===== config.mk =====
export PLATFORM = sky130hd
export DESIGN_NAME = dcr_cmd
export DESIGN_NICKNAME = d
export VERILOG_FILES = /design/src/rtl/dcr_pkg.sv /design/src/rtl/dcr_cmd.sv
export SDC_FILE = /design/constraint.sdc
export NUM_CORES = 1
export LEC_CHECK = 0
export BUFFER_PORTS_ARGS = -buffer_cell sky130_fd_sc_hd__buf_2
export CORE_ASPECT_RATIO = 2
export CORE_UTILIZATION = 57
export DETAILED_ROUTE_END_ITERATION = 10
export GPL_ROUTABILITY_DRIVEN = 0
export PLACE_DENSITY_LB_ADDON = 0.3
export RECOVER_POWER = 25
export SYNTH_ARGS = -nofsm -noshare
export SYNTH_HDL_FRONTEND = slang
export SYNTH_SLANG_ARGS = --single-unit
export TNS_END_PERCENT = 50

===== constraint.sdc =====
create_clock -name clk -period 8 [get_ports clk]
set_input_delay 1.2 -clock clk [delete_from_list [all_inputs] [get_ports clk]]
set_output_delay 1.2 -clock clk [all_outputs]
set_load 0.005 [all_outputs]

===== src/rtl/dcr_pkg.sv =====
package dcr_pkg;
  // command characters and reply bytes
  localparam logic [7:0] CMD_STATUS   = 8'h53;
  localparam logic [7:0] CMD_FRAME    = 8'h46;
  localparam logic [7:0] CMD_GAIN     = 8'h47;
  localparam logic [7:0] CMD_TYPE     = 8'h44;
  localparam logic [7:0] CMD_ROLL     = 8'h48;
  localparam logic [7:0] CMD_CONTRAST = 8'h4A;
  localparam logic [7:0] CMD_LIGHTS   = 8'h5A;
  localparam logic [7:0] CMD_BIAS     = 8'h42;
  localparam logic [7:0] CMD_INBUS    = 8'h59;
  localparam logic [7:0] BYTE_ACK     = 8'h2E;
  localparam logic [7:0] BYTE_NACK    = 8'h3F;
  // packet geometry in 16-bit words
  localparam logic [8:0] HDR_WORDS    = 9'h008;
  localparam logic [8:0] STATUS_WORDS = 9'h094;
  localparam logic [8:0] ECHO_WORDS   = 9'h1E0;
  localparam logic [8:0] AUX_IDX      = 9'h003;
  localparam logic [8:0] SWITCH_IDX   = 9'h007;
  localparam logic [3:0] BOARD_WORDS  = 4'hE;
  localparam logic [3:0] BIAS_SLOT    = 4'hB;
  // values
  localparam logic [15:0] CONTRAST_MAX = 16'h0FFF;
  localparam logic [15:0] BIAS_DEFAULT = 16'h0159;
  localparam logic [15:0] OTHER_BIAS   = 16'h0001;
  localparam logic [7:0]  IB_OFF       = 8'h02;
  localparam logic [7:0]  IB_PARALLEL  = 8'h04;
  // option switch bit positions and board count
  localparam int SW_BAUD0 = 0;
  localparam int SW_BAUD1 = 1;
  localparam int SW_PROTECT = 2;
  localparam int SW_FAN = 3;
  localparam int SW_AUX_BIAS = 4;
  localparam int SW_SLAVE = 5;
  localparam int SW_STREAM_STAT = 6;
  localparam int SW_STREAM_VOLT = 7;
  localparam int NUM_BOARDS = 10;

  typedef enum logic [1:0] {
    TBL_STATUS = 2'b00,
    TBL_FRAME  = 2'b01,
    TBL_GAIN   = 2'b10
  } dcr_tbl_type;

  typedef struct packed {
    dcr_tbl_type kind;
    logic [8:0]  index;
  } dcr_req_type;

  typedef struct packed {
    logic [11:0] contrast;
    logic [15:0] bias;
    logic [7:0]  ib_mode;
    logic        roll;
    logic        lights;
  } dcr_cfg_type;

  typedef enum logic [2:0] {
    ST_IDLE  = 3'b000,
    ST_ARG1  = 3'b001,
    ST_ARG2  = 3'b010,
    ST_ONE   = 3'b011,
    ST_ID    = 3'b100,
    ST_FETCH = 3'b101,
    ST_LO    = 3'b110,
    ST_HI    = 3'b111
  } dcr_state_type;
endpackage


===== src/rtl/dcr_cmd.sv =====
`timescale 1ns/100ps
// Operation
// - packet words follow the one-byte identifier, low byte first.
// - accepted non-query commands get ack 0x2E, unknown ones get nack, ignored.
// - unused auxiliary bias word still takes two bytes in status.
// - switch word bits 0-7 mirror option switches, down reads 1.
// - option bits: baud select, protect, fan, aux, slave, streams.
// - switch word bits 8-15 carry address switches positions 1 to 8.
// - each board table is fourteen words in fixed order.
// - board word bits 0-3 zero-based board number, bits 4-7 zero.
// - board word bits 8-15 carry the eight board flags in order.
// - only the first board reports real bias; others report 1.
// - frame echo returns 0x46 and 480 frame words, 961 bytes.
// - frame echo reads only the control-bus frame buffer.
// - gain echo returns 0x47 and gain words, high byte zero.
// - type query returns echoed character plus two-byte type code.
// - roll command toggles rolling display, always replies ack.
// - contrast takes 0 to 0xFFF, 0 is maximum, ack or nack.
// - lights toggle blanks all lights; next toggle restores them.
// - bias setpoint only applies in manufacturing while active.
// - bias setpoint code is inversely related to bias voltage.
// - input-bus argument 2 off, 3 serial, 4 parallel.
// - input-bus mode cannot change while active.
module dcr_cmd #(
  parameter logic [15:0] DRIVER_TYPE = 16'h00A5  // arbitrary type code
) (
  input  wire logic                 clk,
  input  wire logic                 reset,
  input  wire logic [7:0]           rx_data,
  input  wire logic                 rx_valid,
  output logic                      rx_ready,
  output logic [7:0]                tx_data,
  output logic                      tx_valid,
  input  wire logic                 tx_ready,
  input  wire logic                 active_mode,
  input  wire logic                 mfg_mode,
  input  wire logic [7:0]           opt_switch_up,
  input  wire logic [7:0]           addr_switch_up,
  input  wire logic [9:0][7:0]      board_flags,
  output dcr_pkg::dcr_req_type      tbl_req,
  input  wire logic [15:0]          tbl_data,
  output dcr_pkg::dcr_cfg_type      cfg,
  output logic [15:0]               switch_word,
  output logic                      baud_fixed
);
  dcr_pkg::dcr_state_type state_reg, state_next;
  dcr_pkg::dcr_req_type   req_reg, req_next;
  dcr_pkg::dcr_cfg_type   cfg_reg, cfg_next;
  logic [7:0]  cmd_reg, cmd_next;
  logic [7:0]  arg_reg, arg_next;
  logic [8:0]  cnt_reg, cnt_next;
  logic [3:0]  board_reg, board_next;
  logic [3:0]  slot_reg, slot_next;
  logic [15:0] word_reg, word_next;
  logic [7:0]  txd_reg, txd_next;
  logic        txv_reg, txv_next;
  logic        rdy_reg, rdy_next;
  logic        act_reg;
  logic        bfix_reg;
  logic [15:0] sw_meta_reg, sw_reg;
  logic        take, sent, last;
  logic [15:0] src_word, arg_word;
  // short local names for the sequencer states
  localparam dcr_pkg::dcr_state_type
    ST_IDLE = dcr_pkg::ST_IDLE, ST_ARG1 = dcr_pkg::ST_ARG1,
    ST_ARG2 = dcr_pkg::ST_ARG2, ST_ONE = dcr_pkg::ST_ONE,
    ST_ID = dcr_pkg::ST_ID, ST_FETCH = dcr_pkg::ST_FETCH,
    ST_LO = dcr_pkg::ST_LO, ST_HI = dcr_pkg::ST_HI;
  // switch pins are asynchronous; inverted at capture so down reads 1
  always_ff @(posedge clk) begin
    if (reset) begin
      sw_meta_reg <= 16'h0000;
      sw_reg      <= 16'h0000;
      bfix_reg    <= 1'b0;
    end else begin
      sw_meta_reg <= ~{addr_switch_up, opt_switch_up};
      sw_reg      <= sw_meta_reg;
      bfix_reg    <= sw_reg[dcr_pkg::SW_BAUD0] & sw_reg[dcr_pkg::SW_BAUD1];
    end
  end
  assign take     = rx_valid & rdy_reg;
  assign sent     = txv_reg & tx_ready;
  assign arg_word = {rx_data, arg_reg};
  assign last     = (cmd_reg == dcr_pkg::CMD_STATUS)
                  ? (cnt_reg == dcr_pkg::STATUS_WORDS - 9'h001)
                  : (cnt_reg == dcr_pkg::ECHO_WORDS - 9'h001);
  // word source for the packet being streamed
  always_comb begin
    src_word = tbl_data;
    if (cmd_reg == dcr_pkg::CMD_STATUS) begin
      if (cnt_reg < dcr_pkg::HDR_WORDS) begin
        if (cnt_reg == dcr_pkg::AUX_IDX)
          src_word = 16'h0000;
        else if (cnt_reg == dcr_pkg::SWITCH_IDX)
          src_word = sw_reg;
      end else if (slot_reg == 4'h0) begin
        src_word = {board_flags[board_reg], 4'h0, board_reg};
      end else if (slot_reg == dcr_pkg::BIAS_SLOT && board_reg != 4'h0) begin
        src_word = dcr_pkg::OTHER_BIAS;
      end
    end else if (cmd_reg == dcr_pkg::CMD_GAIN) begin
      src_word = {8'h00, tbl_data[7:0]};
    end
  end
  // command sequencer and configuration
  always_comb begin
    state_next = state_reg;
    req_next   = req_reg;
    cfg_next   = cfg_reg;
    cmd_next   = cmd_reg;
    arg_next   = arg_reg;
    cnt_next   = cnt_reg;
    board_next = board_reg;
    slot_next  = slot_reg;
    word_next  = word_reg;
    txd_next   = txd_reg;
    txv_next   = txv_reg;
    if (active_mode && !act_reg)
      cfg_next.bias = dcr_pkg::BIAS_DEFAULT;
    case (state_reg)
      ST_IDLE: begin
        if (take) begin
          cmd_next   = rx_data;
          cnt_next   = 9'h000;
          board_next = 4'h0;
          slot_next  = 4'h0;
          txv_next   = 1'b1;
          txd_next   = dcr_pkg::BYTE_ACK;
          state_next = ST_ONE;
          case (rx_data)
            dcr_pkg::CMD_STATUS, dcr_pkg::CMD_FRAME, dcr_pkg::CMD_GAIN: begin
              txd_next   = rx_data;
              state_next = ST_ID;
              req_next.index = 9'h000;
              req_next.kind  = (rx_data == dcr_pkg::CMD_STATUS)
                             ? dcr_pkg::TBL_STATUS
                             : (rx_data == dcr_pkg::CMD_FRAME)
                             ? dcr_pkg::TBL_FRAME : dcr_pkg::TBL_GAIN;
            end
            dcr_pkg::CMD_TYPE: begin
              txd_next   = rx_data;
              word_next  = DRIVER_TYPE;
              state_next = ST_ID;
            end
            dcr_pkg::CMD_ROLL: cfg_next.roll = ~cfg_reg.roll;
            dcr_pkg::CMD_LIGHTS: cfg_next.lights = ~cfg_reg.lights;
            dcr_pkg::CMD_CONTRAST, dcr_pkg::CMD_BIAS,
            dcr_pkg::CMD_INBUS: begin
              txv_next   = 1'b0;
              state_next = ST_ARG1;
            end
            default: txd_next = dcr_pkg::BYTE_NACK;
          endcase
        end
      end
      ST_ARG1: begin
        if (take) begin
          arg_next = rx_data;
          if (cmd_reg == dcr_pkg::CMD_INBUS) begin
            txv_next   = 1'b1;
            state_next = ST_ONE;
            if (!active_mode && rx_data >= dcr_pkg::IB_OFF
                && rx_data <= dcr_pkg::IB_PARALLEL) begin
              cfg_next.ib_mode = rx_data;
              txd_next = dcr_pkg::BYTE_ACK;
            end else begin
              txd_next = dcr_pkg::BYTE_NACK;
            end
          end else begin
            state_next = ST_ARG2;
          end
        end
      end
      ST_ARG2: begin
        if (take) begin
          txv_next   = 1'b1;
          txd_next   = dcr_pkg::BYTE_NACK;
          state_next = ST_ONE;
          if (cmd_reg == dcr_pkg::CMD_CONTRAST) begin
            if (arg_word <= dcr_pkg::CONTRAST_MAX) begin
              cfg_next.contrast = arg_word[11:0];
              txd_next = dcr_pkg::BYTE_ACK;
            end
          end else if (mfg_mode && active_mode) begin
            cfg_next.bias = arg_word;
            txd_next = dcr_pkg::BYTE_ACK;
          end
        end
      end
      ST_ONE: begin
        if (sent) begin
          txv_next   = 1'b0;
          state_next = ST_IDLE;
        end
      end
      ST_ID: begin
        if (sent) begin
          if (cmd_reg == dcr_pkg::CMD_TYPE) begin
            txd_next   = word_reg[7:0];
            state_next = ST_LO;
          end else begin
            txv_next   = 1'b0;
            state_next = ST_FETCH;
          end
        end
      end
      // table read is combinational, so data is here this cycle
      ST_FETCH: begin
        word_next  = src_word;
        txd_next   = src_word[7:0];
        txv_next   = 1'b1;
        state_next = ST_LO;
      end
      ST_LO: begin
        if (sent) begin
          txd_next   = word_reg[15:8];
          state_next = ST_HI;
        end
      end
      ST_HI: begin
        if (sent) begin
          txv_next = 1'b0;
          if (cmd_reg == dcr_pkg::CMD_TYPE || last) begin
            state_next = ST_IDLE;
          end else begin
            cnt_next       = cnt_reg + 9'h001;
            req_next.index = cnt_reg + 9'h001;
            state_next     = ST_FETCH;
            if (cnt_reg >= dcr_pkg::HDR_WORDS) begin
              if (slot_reg == dcr_pkg::BOARD_WORDS - 4'h1) begin
                slot_next  = 4'h0;
                board_next = board_reg + 4'h1;
              end else begin
                slot_next = slot_reg + 4'h1;
              end
            end
          end
        end
      end
      default: state_next = ST_IDLE;
    endcase
    rdy_next = (state_next == ST_IDLE) || (state_next == ST_ARG1)
            || (state_next == ST_ARG2);
  end
  // state registers
  always_ff @(posedge clk) begin
    if (reset) begin
      state_reg <= ST_IDLE;
      req_reg   <= '{kind: dcr_pkg::TBL_STATUS, index: 9'h000};
      cfg_reg   <= '{contrast: 12'h000, bias: dcr_pkg::BIAS_DEFAULT,
                     ib_mode: dcr_pkg::IB_OFF, roll: 1'b0, lights: 1'b1};
      cmd_reg   <= 8'h00;
      arg_reg   <= 8'h00;
      cnt_reg   <= 9'h000;
      board_reg <= 4'h0;
      slot_reg  <= 4'h0;
      word_reg  <= 16'h0000;
      txd_reg   <= 8'h00;
      txv_reg   <= 1'b0;
      rdy_reg   <= 1'b0;
      act_reg   <= 1'b0;
    end else begin
      state_reg <= state_next;
      req_reg   <= req_next;
      cfg_reg   <= cfg_next;
      cmd_reg   <= cmd_next;
      arg_reg   <= arg_next;
      cnt_reg   <= cnt_next;
      board_reg <= board_next;
      slot_reg  <= slot_next;
      word_reg  <= word_next;
      txd_reg   <= txd_next;
      txv_reg   <= txv_next;
      rdy_reg   <= rdy_next;
      act_reg   <= active_mode;
    end
  end
  assign rx_ready    = rdy_reg;
  assign tx_data     = txd_reg;
  assign tx_valid    = txv_reg;
  assign tbl_req     = req_reg;
  assign cfg         = cfg_reg;
  assign switch_word = sw_reg;
  assign baud_fixed  = bfix_reg;
endmodule


# Word-level counts from Yosys, hierarchy flattened
# Index checks and enable logic that the tools add are counted.
[op_classes] n_lt_le_gt_ge=6 eq_ne=44 n_div=0 n_mux=72 addsub=3 reduce_logical=37 n_shift=0 n_mul=0 bitwise_logic=6
[ops] cell="2-to-1 mux 16 bit" count=14
[ops] cell="equality test 8 x 7 -> 1 bit (second input constant)" count=14
[ops] cell="2-to-1 mux 8 bit" count=9
[ops] cell="case mux 8 bit (6 select lines)" count=1
[ops] cell="2-to-1 mux 9 bit" count=5
[ops] cell="2-to-1 mux 4 bit" count=9
[ops] cell="case mux 9 bit (2 select lines)" count=2
[ops] cell="binary-select mux 8 bit (select 4 bit)" count=1
[ops] cell="case mux 16 bit (2 select lines)" count=1
[ops] cell="2-to-1 mux 3 bit" count=8
[ops] cell="!= test 2 bit (second input constant)" count=12
[ops] cell="case mux 3 bit (8 select lines)" count=1
[ops] cell="<= comparator 16 x 12 -> 1 bit (second input constant)" count=1
[ops] cell="inverter 16 bit" count=1
[ops] cell="case mux 4 bit (2 select lines)" count=2
[ops] cell="case mux 8 bit (2 select lines)" count=1
[ops] cell="AND reduction 8 bit" count=2
[ops] cell="2-to-1 mux 5 bit" count=3
[ops] cell="equality test 3 bit (second input constant)" count=4
[ops] cell="AND reduction 3 bit" count=4
[ops] cell="AND reduction 4 bit" count=3
[ops] cell="nonzero test 6 bit" count=2
[ops] cell="2-to-1 mux 1 bit" count=10
[ops] cell="AND reduction 5 bit" count=2
[ops] cell="33 further kinds" count=56
[word_totals] mem_count=0 reg_bits=145 rom_bits=0 latchBits=0 ramBits=0

# Logic depth before layout (Yosys ltp)
[logic_depth] depth_word=9 mapped_depth=11

# Worst setup path after synthesis
# OpenSTA, ideal clock, no wires.
[synth_path] path_kind="input to register" startpoint="input rx_data[3]" endpoint="register word_reg[12]" path_slack_ns=4.891 path_stages=5 t_arrival_ns=2.987 t_required_ns=7.878 cell_sequence="or4_4 -> or4_1 -> a21oi_1 -> nor2_1 -> a221o_1"
[synth_via] elab_chain_cells=3
[synth_rtl] item="start: declaration" line="dcr_cmd.sv:29" source="input wire logic [7:0] rx_data,"
[synth_rtl] item="equality test 8 x 7 -> 1 bit" line="dcr_cmd.sv:130" source="case (rx_data)"
[synth_rtl] item="!= test 2 x 1 -> 1 bit (no line)"
[synth_rtl] item="AND reduction 3 bit (no line)"
[synth_rtl] item="end signal: assignment" line="dcr_cmd.sv:271" source="word_reg <= word_next;"
[synth_rtl] item="end: declaration" line="dcr_cmd.sv:54" source="logic [15:0] word_reg, word_next;"
# No other way between the ends.
# A chain may end at the register's enable or synchronous reset.

==> impl_metrics.json <==
{
  "status": "finished, violations left",
  "violations": "max-capacitance violations, max-slew violations",
  "synth_common_cells": "dfxtp_1 (145), nand2_1 (131), a21oi_1 (75), nor2_1 (71), clkbuf_1 (51)",
  "hpwlAfterDp_mm": 15.7,
  "vias_per_cell": 6.03,
  "finalHoldViolCount": 0,
  "critPathLaunchType": "primary input",
  "holdPathStages": 1,
  "nNetsFinal": 1174,
  "numPortBuffers": 201,
  "worstPathArrival_ns": 3.86,
  "placed_area_um2": 8300,
  "worstRegToRegCells": 6,
  "cts_max_path_buffers": 2,
  "die_height_um": 162,
  "synth_cell_types": 71,
  "ios": 202,
  "vias": 7258,
  "yosysSeqAreaShare_pct": 39.8,
  "rsz0062_at_grt": "no",
  "timing.final.crit_share_pct": 45.3,
  "stdcell_area_um2": 8850,
  "grt_pass1_vias": 6900,
  "cts_inserted_buffers": 17,
  "r2r_start": "state_reg[2]",
  "slew_violations": 38,
  "crit_start": "reset",
  "clock_latency_ns": 0.42,
  "ctsResizeCount": 0,
  "drc_errors": 0,
  "synth_most_common_cell": "dfxtp_1",
  "ys_ff_latch": 145,
  "antenna_found_initial": 0,
  "regArea_um2": 2900,
  "synth_top_cell_area_share_pct": 39.8,
  "syn2layout_area_growth_pct": 21.3,
  "min_period_ns": 3.63,
  "synthFlopType": "dfxtp_1",
  "core_area_um2": 12600,
  "yosys_warnings": 0,
  "htree_levels": 4,
  "max_freq_mhz": 276,
  "worstMarginPinSlew_ns": 1.80,
  "cp_top_family": "buffers and inverters",
  "grt-busiest-layer": "met2",
  "drt_iter0_markers": 490,
  "path_class": "primary input to flop",
  "synth_cells": 875,
  "die_area_um2": 13300,
  "cp.depth": 4,
  "maxCapViolations": 1,
  "setup_ws_ns": 4.37,
  "wl_per_cell_um": 17.3,
  "grt_max_degree": 81,
  "syn_avg_cell_area_um2": 8.33,
  "gr-usage-met1_pct": 30.8,
  "globalRouteMet3Util_pct": 5.06,
  "slowest_delay_ns": 1.26,
  "critPathRequiredTime_ns": 8.23,
  "p_per_area_nw_per_um2": 192,
  "placementRows": 58,
  "antenna_left": 0,
  "cts_root_buf": "clkbuf_16",
  "fin_util_pct": 70.5,
  "setup_tns_ns": 0,
  "setup_viol": 0,
  "cts_setup_buffers": 0,
  "antennaDiodeCount": 0,
  "grt_use_total_pct": 31.9,
  "power_uw": 1700,
  "overflow": 0,
  "cts.sink_count": 145,
  "slew_headroom_pct": -20.0,
  "fill_cells": 1056,
  "totalWireLength_mm": 20.9,
  "cts_hold_buf": 0,
  "dr.pass1.iters": 6,
  "gr-usage-met2_pct": 59.2,
  "hold_path_class": "flop to flop",
  "multiInputGateArea_um2": 4070,
  "cts_tree": "built",
  "irDropWorstVdd_mv": 0.273,
  "grt_pass1_wl_mm": 32.2,
  "clock_skew_ns": 0.0106,
  "crit_slowest_cell": "clkbuf_1",
  "largest_reg_flops": 38,
  "synth-edff-count": 0,
  "drive_gt1_share_pct": 23.2,
  "dpl_worst_slack_ns": 4.47,
  "critPathBufInv": 2,
  "die_w_um": 82.0,
  "synthTopCellsByArea": "dfxtp_1 (40%), nand2_1 (6.7%), a21oi_1 (5.1%)",
  "clk_pin_slew_ns": 0.07,
  "synth_nets": 1008,
  "yosysTopAreaCell": "dfxtp_1",
  "synth-async-reset-ratio_pct": 0,
  "p_leak_uw": 0.00358,
  "syn_area_um2": 7290,
  "min_from": "sw_meta_reg[0]",
  "endpoint_kind": "flop",
  "initial_utilization_pct": 58.1,
  "path_cells": "clkbuf_1, inv_1, nand3_1, o41ai_1",
  "path_max_fanout": 37
}
kinds of logic (layout without fill, tap and decap cells):
kind of cell	Yosys count	count (layout)	synth area share (%)
compound gates	210	210	18.6
xor+xnor	11	11	1.32
fa+ha+maj	7	7	1.20
buf+inv	81	260	4.38
flops	145	145	39.8
mux	49	49	9.52
simple gates	372	372	25.2
path summary, 6_finish.rpt:
path | to | slack [ns]
worst min-delay path | switch_word[0] | 0.43
worst min register to register | switch_word[0] | 0.43
worst max-delay path | tx_data[5] | 4.37
worst max register to register | tbl_req[0] | 4.64
cells in the final DEF, fill, tap and decap left out, drive strengths merged, types with 10 or more instances in the layout:
cell type and instances:
clkbuf 47, o21ai 35, and3 14, dfxtp 145, mux4 16, inv 27
nand2 131, nand3 31, o22ai 10, nor2b 33, mux2i 30, nor2 71
a21oi 75, nor3 21, buf 178, a22o 12
power breakdown:
group / switching (uW) / internal (uW)
Sequential: 16.1 / 741
Combinational: 86.2 / 69.0
Clock: 347 / 443
per-layer routing:
| layer | part of all wire, % | wire (um) |
|---|---|---|
| met4 | 5.6 | 1170 |
| met3 | 5.4 | 1140 |
| met2 | 55 | 11400 |
| met1 | 34 | 7150 |
| met5 | 0 | 0 |
through the flow:
step                      instances  hold WS (ns)
after floorplan                 875         0.414
after global placement         1172         0.416
after detailed placement       1172         0.422
after CTS                      1204         0.435
after global routing           1204         0.443
final                          1204         0.432
area by class of cell:
class	instances	area share (%)
timing repair buffer	208	11.5
inverter	20	0.849
sequential	145	32.8
multi-input combinational	649	46.0
tap	150	2.12
clock inverter	15	1.87
clock buffer	17	4.81
Note: power is estimated with default switching activity, not from simulation.
